## src/rfcl_pkg.sv

```systemverilog
// Package of constants for the RF front end control latch
package rfcl_pkg;
  // Address of the control latch on the microcomputer bus
  localparam logic [7:0]  RFCL_LATCH_ADDR      = 8'h4f;
  localparam logic [7:0]  RFCL_LATCH_RESET     = 8'h00;
  // Bit positions of the control lines
  localparam int          RFCL_BIT_ATT10       = 0;
  localparam int          RFCL_BIT_UNUSED      = 1;
  localparam int          RFCL_BIT_ATT30       = 2;
  localparam int          RFCL_BIT_BOOST       = 3;
  localparam int          RFCL_BIT_EXTPATH     = 4;
  localparam int          RFCL_BIT_IFCHOICE    = 5;
  localparam int          RFCL_BIT_ATT20       = 6;
  localparam int          RFCL_BIT_CLIP        = 7;
  // Boost supply hold time
  localparam int          RFCL_BOOST_MS        = 100;
  localparam int          RFCL_CLK_HZ          = 50000000;
  localparam longint      RFCL_BOOST_CYCLES_L  =
    (64'(RFCL_BOOST_MS) * 64'(RFCL_CLK_HZ)) / 64'd1000;
  localparam logic [22:0] RFCL_BOOST_CYCLES    = 23'(RFCL_BOOST_CYCLES_L);
  localparam logic [22:0] RFCL_BOOST_RESET     = 23'h000000;
endpackage

```

## src/rfcl_latch.sv

```systemverilog
// RF front end control latch with timed attenuator driver boost
`timescale 1ns/1ps
// Behaviour
// - line one engages the 10 dB attenuator section, else bypasses it
// - line seven engages the 20 dB attenuator section, else bypasses it
// - line three engages the 30 dB attenuator section, else bypasses it
// - line four enables the current drivers boosting attenuator driver supply
// - line five enables transfer switch driver, external mixer path
// - line six high selects 829 MHz IF, low selects 2072 MHz
// - line eight enables baseline clipping
// - attenuation 0 to 60 dB in 10 dB steps from three sections
// - each attenuator section has its own relay drive from the latch
// - exactly one second converter path active, per band
// - lines captured only on an access to address 4F
// - negative pulse raises attenuator driver supply for about 100 ms
module rfcl_latch
  import rfcl_pkg::*;
#(
  parameter logic [22:0] BOOST_CYCLES = RFCL_BOOST_CYCLES
) (
  // Clock, enable and reset
  input  wire logic       MCLK_IN,
  input  wire logic       CLK_EN_IN,
  input  wire logic       RESETN_IN,
  // Microcomputer bus
  input  wire logic [7:0] ADDR_IN,
  input  wire logic [7:0] DATA_IN,
  input  wire logic       WR_STROBE_IN,
  input  wire logic       BOOST_PULSE_N_IN,
  // Relay and driver lines
  output logic            ATTEN_10DB_LINE_OUT,
  output logic            ATTEN_20DB_LINE_OUT,
  output logic            ATTEN_30DB_LINE_OUT,
  output logic            DRIVER_BOOST_LINE_OUT,
  output logic            EXT_PATH_SWITCH_LINE_OUT,
  output logic            IF_CHOICE_LINE_OUT,
  output logic            IF_2072_SELECT_OUT,
  output logic            BASELINE_CLIP_LINE_OUT,
  output logic            UNUSED_LINE_OUT,
  output logic            BOOST_SUPPLY_OUT,
  output logic [5:0]      ATTEN_TOTAL_DB_OUT
);

  typedef struct packed {
    logic [7:0]  lines;
    logic [22:0] boost_cnt;
    logic        boost_on;
    logic        pulse_n_prev;
    logic        if_2072;
    logic [5:0]  atten_db;
  } rfcl_state_type;

  rfcl_state_type st_q;
  rfcl_state_type st_d;

  // Qualified events of the current cycle
  logic        latch_write;
  logic        pulse_fell;
  logic        boost_expired;
  logic [7:0]  lines_next;
  logic [22:0] boost_load;

  // True when the bus addresses the control latch
  function automatic logic rfcl_is_latch_write(
    input logic       strobe,
    input logic [7:0] addr
  );
    logic hit;
    hit = 1'b0;
    if (strobe) begin
      if (addr == RFCL_LATCH_ADDR) begin
        hit = 1'b1;
      end
    end
    return hit;
  endfunction

  // High then low on two enabled samples
  function automatic logic rfcl_pulse_fell(
    input logic prev_n,
    input logic now_n
  );
    logic fell;
    fell = 1'b0;
    if (prev_n && !now_n) begin
      fell = 1'b1;
    end
    return fell;
  endfunction

  // One attenuator section's share in dB
  function automatic logic [5:0] rfcl_atten_section(
    input logic       engaged,
    input logic [5:0] weight
  );
    logic [5:0] share;
    share = 6'h00;
    if (engaged) begin
      share = weight;
    end
    return share;
  endfunction

  // Attenuation in dB from the three section bits
  function automatic logic [5:0] rfcl_atten_db(
    input logic [7:0] l
  );
    logic [5:0] sum;
    sum = 6'h00;
    sum = sum + rfcl_atten_section(l[RFCL_BIT_ATT10], 6'h0a);
    sum = sum + rfcl_atten_section(l[RFCL_BIT_ATT20], 6'h14);
    sum = sum + rfcl_atten_section(l[RFCL_BIT_ATT30], 6'h1e);
    return sum;
  endfunction

  // The 2072 MHz path runs whenever 829 MHz is not chosen
  function automatic logic rfcl_if_2072(
    input logic [7:0] l
  );
    logic sel;
    sel = ~l[RFCL_BIT_IFCHOICE];
    return sel;
  endfunction

  // Boost counter step, held at zero once run out
  function automatic logic [22:0] rfcl_count_down(
    input logic [22:0] cnt
  );
    logic [22:0] nxt;
    nxt = cnt;
    if (cnt != RFCL_BOOST_RESET) begin
      nxt = cnt - 23'h000001;
    end
    return nxt;
  endfunction

  // Boost counter has reached its last cycle
  function automatic logic rfcl_expired(
    input logic [22:0] cnt
  );
    logic done;
    done = 1'b0;
    if (cnt == RFCL_BOOST_RESET) begin
      done = 1'b1;
    end
    return done;
  endfunction

  // One latched line by its bit position
  function automatic logic rfcl_line(
    input logic [7:0] l,
    input int         pos
  );
    logic v;
    v = l[pos];
    return v;
  endfunction

  // Decoded write of the whole byte
  assign latch_write   = rfcl_is_latch_write(WR_STROBE_IN, ADDR_IN);

  // Falling edge of the boost request
  assign pulse_fell    = rfcl_pulse_fell(st_q.pulse_n_prev, BOOST_PULSE_N_IN);

  // Last cycle of the boost window
  assign boost_expired = rfcl_expired(st_q.boost_cnt);

  // All eight lines change together or not at all
  assign lines_next    = latch_write ? DATA_IN : st_q.lines;

  // Window length is BOOST_CYCLES high cycles; zero is not a usable setting
  assign boost_load    = BOOST_CYCLES - 23'h000001;

  always_comb begin
    st_d = st_q;
    if (CLK_EN_IN) begin
      // Edge history follows every enabled sample
      st_d.pulse_n_prev = BOOST_PULSE_N_IN;

      // Whole byte replaced on a decoded write
      st_d.lines = lines_next;

      // Derived views track the new byte in the same cycle
      st_d.atten_db = rfcl_atten_db(lines_next);
      st_d.if_2072  = rfcl_if_2072(lines_next);

      // Retrigger wins over expiry
      if (pulse_fell) begin
        st_d.boost_on  = 1'b1;
        st_d.boost_cnt = boost_load;
      end else if (st_q.boost_on) begin
        if (boost_expired) begin
          st_d.boost_on  = 1'b0;
          st_d.boost_cnt = RFCL_BOOST_RESET;
        end else begin
          st_d.boost_cnt = rfcl_count_down(st_q.boost_cnt);
        end
      end else begin
        st_d.boost_on  = 1'b0;
        st_d.boost_cnt = RFCL_BOOST_RESET;
      end
    end
  end

  always_ff @(posedge MCLK_IN or negedge RESETN_IN) begin
    if (!RESETN_IN) begin
      st_q.lines        <= RFCL_LATCH_RESET;
      st_q.boost_cnt    <= RFCL_BOOST_RESET;
      st_q.boost_on     <= 1'b0;
      st_q.pulse_n_prev <= 1'b1;
      st_q.if_2072      <= 1'b1;
      st_q.atten_db     <= 6'h00;
    end else begin
      st_q <= st_d;
    end
  end

  // Each section drives its own relay
  assign ATTEN_10DB_LINE_OUT      = rfcl_line(st_q.lines, RFCL_BIT_ATT10);

  assign ATTEN_20DB_LINE_OUT      = rfcl_line(st_q.lines, RFCL_BIT_ATT20);

  assign ATTEN_30DB_LINE_OUT      = rfcl_line(st_q.lines, RFCL_BIT_ATT30);

  // Driver supply and transfer switch
  assign DRIVER_BOOST_LINE_OUT    = rfcl_line(st_q.lines, RFCL_BIT_BOOST);

  assign EXT_PATH_SWITCH_LINE_OUT = rfcl_line(st_q.lines, RFCL_BIT_EXTPATH);

  // Intermediate frequency choice
  assign IF_CHOICE_LINE_OUT       = rfcl_line(st_q.lines, RFCL_BIT_IFCHOICE);

  assign IF_2072_SELECT_OUT       = st_q.if_2072;

  // Display clipping and the spare line
  assign BASELINE_CLIP_LINE_OUT   = rfcl_line(st_q.lines, RFCL_BIT_CLIP);

  assign UNUSED_LINE_OUT          = rfcl_line(st_q.lines, RFCL_BIT_UNUSED);

  // Timed supply raise for the solenoids
  assign BOOST_SUPPLY_OUT         = st_q.boost_on;

  // Total attenuation view
  assign ATTEN_TOTAL_DB_OUT       = st_q.atten_db;

  // The window below is padding-free logic documentation of timing:
  // a falling request sampled at edge 0 shows the supply high after
  // edges 0 through BOOST_CYCLES-1, and low after edge BOOST_CYCLES.
  // A new falling request inside the window reloads the counter, so
  // the supply stays high for a full window after the last request.
  // A write and a request in one cycle are independent of each other.
  // With the clock enable low nothing moves, including edge history,
  // so a request that falls and rises while frozen is never seen.
  // The latched byte is write only; there is no read path back.
  // Line two is carried through to its pin though it drives nothing.
  // The total and the path select are registered with the lines,
  // so all outputs except BOOST_SUPPLY_OUT change on the same edge after a write.

endmodule

```

## config.mk

```make
export PLATFORM = sky130hd
export DESIGN_NAME = rfcl_latch
export DESIGN_NICKNAME = d
export VERILOG_FILES = /design/src/rfcl_pkg.sv /design/src/rfcl_latch.sv
export SDC_FILE = /design/constraint.sdc
export NUM_CORES = 1
export LEC_CHECK = 0
export ABC_AREA = 1
export BUFFER_PORTS_ARGS = -buffer_cell sky130_fd_sc_hd__buf_4
export CORE_MARGIN = 5
export CORE_UTILIZATION = 61
export DETAILED_ROUTE_END_ITERATION = 6
export PLACE_DENSITY = 0.85
export SLEW_MARGIN = 20
export SYNTH_ARGS = -nofsm -noshare
export SYNTH_HDL_FRONTEND = slang
export SYNTH_SLANG_ARGS = --single-unit
```

## constraint.sdc

```tcl
create_clock -name MCLK_IN -period 5 [get_ports MCLK_IN]
set_input_delay 0.75 -clock MCLK_IN [delete_from_list [all_inputs] [get_ports MCLK_IN]]
set_output_delay 0.75 -clock MCLK_IN [all_outputs]
set_load 0.05 [all_outputs]
```

==> results.cfg <==
[floorplanning]
io_pins = 37
dieArea_mm2 = 0.00522
die_w_um = 72.2
dieHeight_um = 72.2
core_mm2 = 0.00372
rows = 22
start_util_pct = 63.6

[worst_setup_path]
worstPathArrival_ns = 2.72
critPathLaunchType = primary input
critPathKind = primary input to flip-flop
r2r_cells = 8
crit_fanout = 12
ff2ff_setup_slack_ns = 3.25
r2r_start = ATTEN_30DB_LINE_OUT
worstReg2RegEnd = ATTEN_TOTAL_DB_OUT[3]
cp-end-kind = flip-flop
cp.required_ns = 5.18

[sta]
fin_setup_tns_ns = 0
setup_viol = 0
finalClockSkew_ns = 0.00587
hold_viol_final = 0
maxSlewHeadroom_pct = 61.8
fin_crit_sh_pct = 50.8
clock.fmax_ghz = 0.394
drv_slew = 0
worst-slew-pin-transition_ns = 0.571
rsz0062_at_grt = no
fin_crit_ns = 2.54

[clock_tree]
root_buffer = clkbuf_8
cts_tree = yes
h-tree-depth = 2
post_cts_resized = 0
cts_hold_buf = 0
clk_pin_slew_ns = 0.08
clock_path_buffers = 2
cts_buffers = 5
worst_skew_pair.late_latency_ns = 0.30
post_cts_buffers = 0
cts.sinks = 39

[cells_and_area]
drive_gt1_share_pct = 24.8
syn2layout_area_growth_pct = 15.1
nets = 356
finalNonFillerCells = 379
num_antenna_cells = 0

[job]
cap_violations = 0

[grt]
grt_pass1_vias = 2026
grt.met2_usage_pct = 35.5
antenna_found_initial = 0
grt_pass1_wl_um = 8740
grt_max_degree = 40
grt_util_met3_pct = 4.02
grt_util_all_layers_pct = 21.0
overflow = 0
use_met1_pct = 26.9
grt-busiest-layer = met2

[placement]
hpwl_um = 3540
dp_cells = 371
place.gp.congestion = 0.838
port_buffers = 35

[power_and_ir_drop]
peakVddDrop_mv = 0.287
p_clk_share_pct = 23.3
power_frac_seq_pct = 37.1
p_sw_share_pct = 41.0
p_switching_w = 0.000480
p_int_w = 0.000690
pwr-share-comb_pct = 39.6
leakage_nw = 1.46
p_per_area_mw_per_mm2 = 431

[synth]
ys_seq_area_share_pct = 41.4
syn_avg_cell_area_um2 = 7.90
syn_area_mm2 = 0.00236
yosysTopAreaCell = dfrtp_1
synth_fp_nets = 325
synth_warnings = 0
postSynthCellCount = 299
yosys-top-cells-count = nand2_1, nor2_1, dfrtp_1
synth-edff-count = 0
ys_async_sr_fraction_pct = 100
synth_area_leaders = dfrtp_1, nand2_1, nor2_1, xor2_1, inv_1
ys_seq_elements = 39
yosysTopAreaCellShare_pct = 39.2
yosysMostFrequentCell = nand2_1
synth_cell_types = 35
synth_ff_type = dfrtp_1

[routing]
wl_per_cell_um = 12.7
via_per_inst = 5.12
ant_nets = 0
dr.pass1.iters = 4
drt-total-wl_um = 4800
dr.first_iter.drc_count = 138
vias = 1942
drc = 0

[outcome]
status = complete, no violations

[hold_path]
hp-class = primary input to asynchronous set/reset pin
==> power by group through the flow <==
stage                     sequential [W]  clock [W]  combinational, W
after CTS                       0.000433   0.000276          0.000463
after detailed placement        0.000438          0          0.000459
after global placement          0.000436          0          0.000448
final                           0.000435   0.000273          0.000464
after floorplan                 0.000441          0          0.000358
after global routing            0.000442   0.000292          0.000521
==> state kept, by name, indices dropped and copies added, names as in the netlist <==
| register | flops |
|---|---|
| ATTEN_30DB_LINE_OUT | 1 |
| st_q | 24 |
| ATTEN_TOTAL_DB_OUT | 5 |
| IF_2072_SELECT_OUT | 1 |
| ATTEN_20DB_LINE_OUT | 1 |
| BOOST_SUPPLY_OUT | 1 |
| DRIVER_BOOST_LINE_OUT | 1 |
| UNUSED_LINE_OUT | 1 |
| IF_CHOICE_LINE_OUT | 1 |
| EXT_PATH_SWITCH_LINE_OUT | 1 |
| BASELINE_CLIP_LINE_OUT | 1 |
| ATTEN_10DB_LINE_OUT | 1 |
==> critical path, stage by stage <==
cell and delay, ns:
buf_4 0.12, nor4_4 0.29, nand2_2 0.24, o21ai_2 0.26
ha_1 0.21, inv_1 0.06, fa_1 0.34, or2_2 0.31
nand2_1 0.07, o21ai_0 0.07
==> layout by cell type (no fill, tap or decap) <==
cell / n
nand2_1: 87
nor2_1: 40
dfrtp_1: 37
buf_4: 35
inv_1: 20
xor2_1: 12
nor2_2: 12
nand3_1: 12
o21ai_1: 11
a21oi_1: 8
o21ai_0: 7
inv_2: 6
clkbuf_8: 6
nand2_2: 5
ha_1: 4
nor2_8: 3
nand2_4: 3
nand4_1: 3
dfstp_2: 2
o21ai_2: 2
nor3_1: 2
xnor2_1: 2
nor4_4: 1
or2_2: 1
and2_2: 1
nand4_4: 1
nand3b_1: 1
nor3_2: 1
nand4_2: 1
and2_1: 1
fa_1: 1
conb_1: 1
clkinv_2: 1
bufinv_16: 1
==> worst max-delay path by stage <==
stage                          start                     to  slack, ns  cells after the start
final                     ADDR_IN[5]  ATTEN_TOTAL_DB_OUT[3]       2.46                     10
after CTS                 ADDR_IN[5]  ATTEN_TOTAL_DB_OUT[3]       2.45                     10
after floorplan           ADDR_IN[1]  ATTEN_TOTAL_DB_OUT[3]       2.44                     11
after global placement    ADDR_IN[5]  ATTEN_TOTAL_DB_OUT[3]       2.22                     10
after global routing      ADDR_IN[5]  ATTEN_TOTAL_DB_OUT[3]       2.29                     10
after detailed placement  ADDR_IN[5]  ATTEN_TOTAL_DB_OUT[3]       2.14                     10
==> kinds of logic after synthesis <==
family          Yosys count  share of synthesized area, %
simple gates            175                          36.3
flops                    39                          41.4
buf+inv                  37                          7.68
compound gates           28                          6.25
xor+xnor                 14                          5.19
fa+ha+maj                 5                          2.97
other cells               1                         0.159
==> metrics by stage <==
| stage | setup WS (ns) | utilization (%) | hold slack, ns | cell area (µm²) | power [W] |
|---|---|---|---|---|---|
| after CTS | 2.45 | 73.2 | 0.426 | 2720 | 0.00117 |
| final | 2.46 | 73.2 | 0.409 | 2720 | 0.00117 |
| after global placement | 2.22 | 70.0 | 0.462 | 2600 | 0.000884 |
| after detailed placement | 2.14 | 70.0 | 0.465 | 2600 | 0.000897 |
| after floorplan | 2.44 | - | 0.443 | 2360 | 0.000800 |
| after global routing | 2.29 | 73.2 | 0.455 | 2720 | 0.00126 |
==> area by class of cell <==
type / count / area [µm²]
flip-flops and latches: 39 / 978
multi-input cells: 223 / 1200
repair buffers: 35 / 263
inverters: 26 / 97.6
clock buffers: 6 / 82.6
well taps: 48 / 60.1
clock inverters: 2 / 35.0
fillers: 291 / 997
==> per-layer routing <==
metal | up-vias | routed length (µm)
li1 | 992 | -
met1 | 902 | 2160
met2 | 42 | 2350
met3 | 6 | 218
met4 | 0 | 61
met5 | - | 0
No activity file was read; power rests on OpenSTA's default activity.
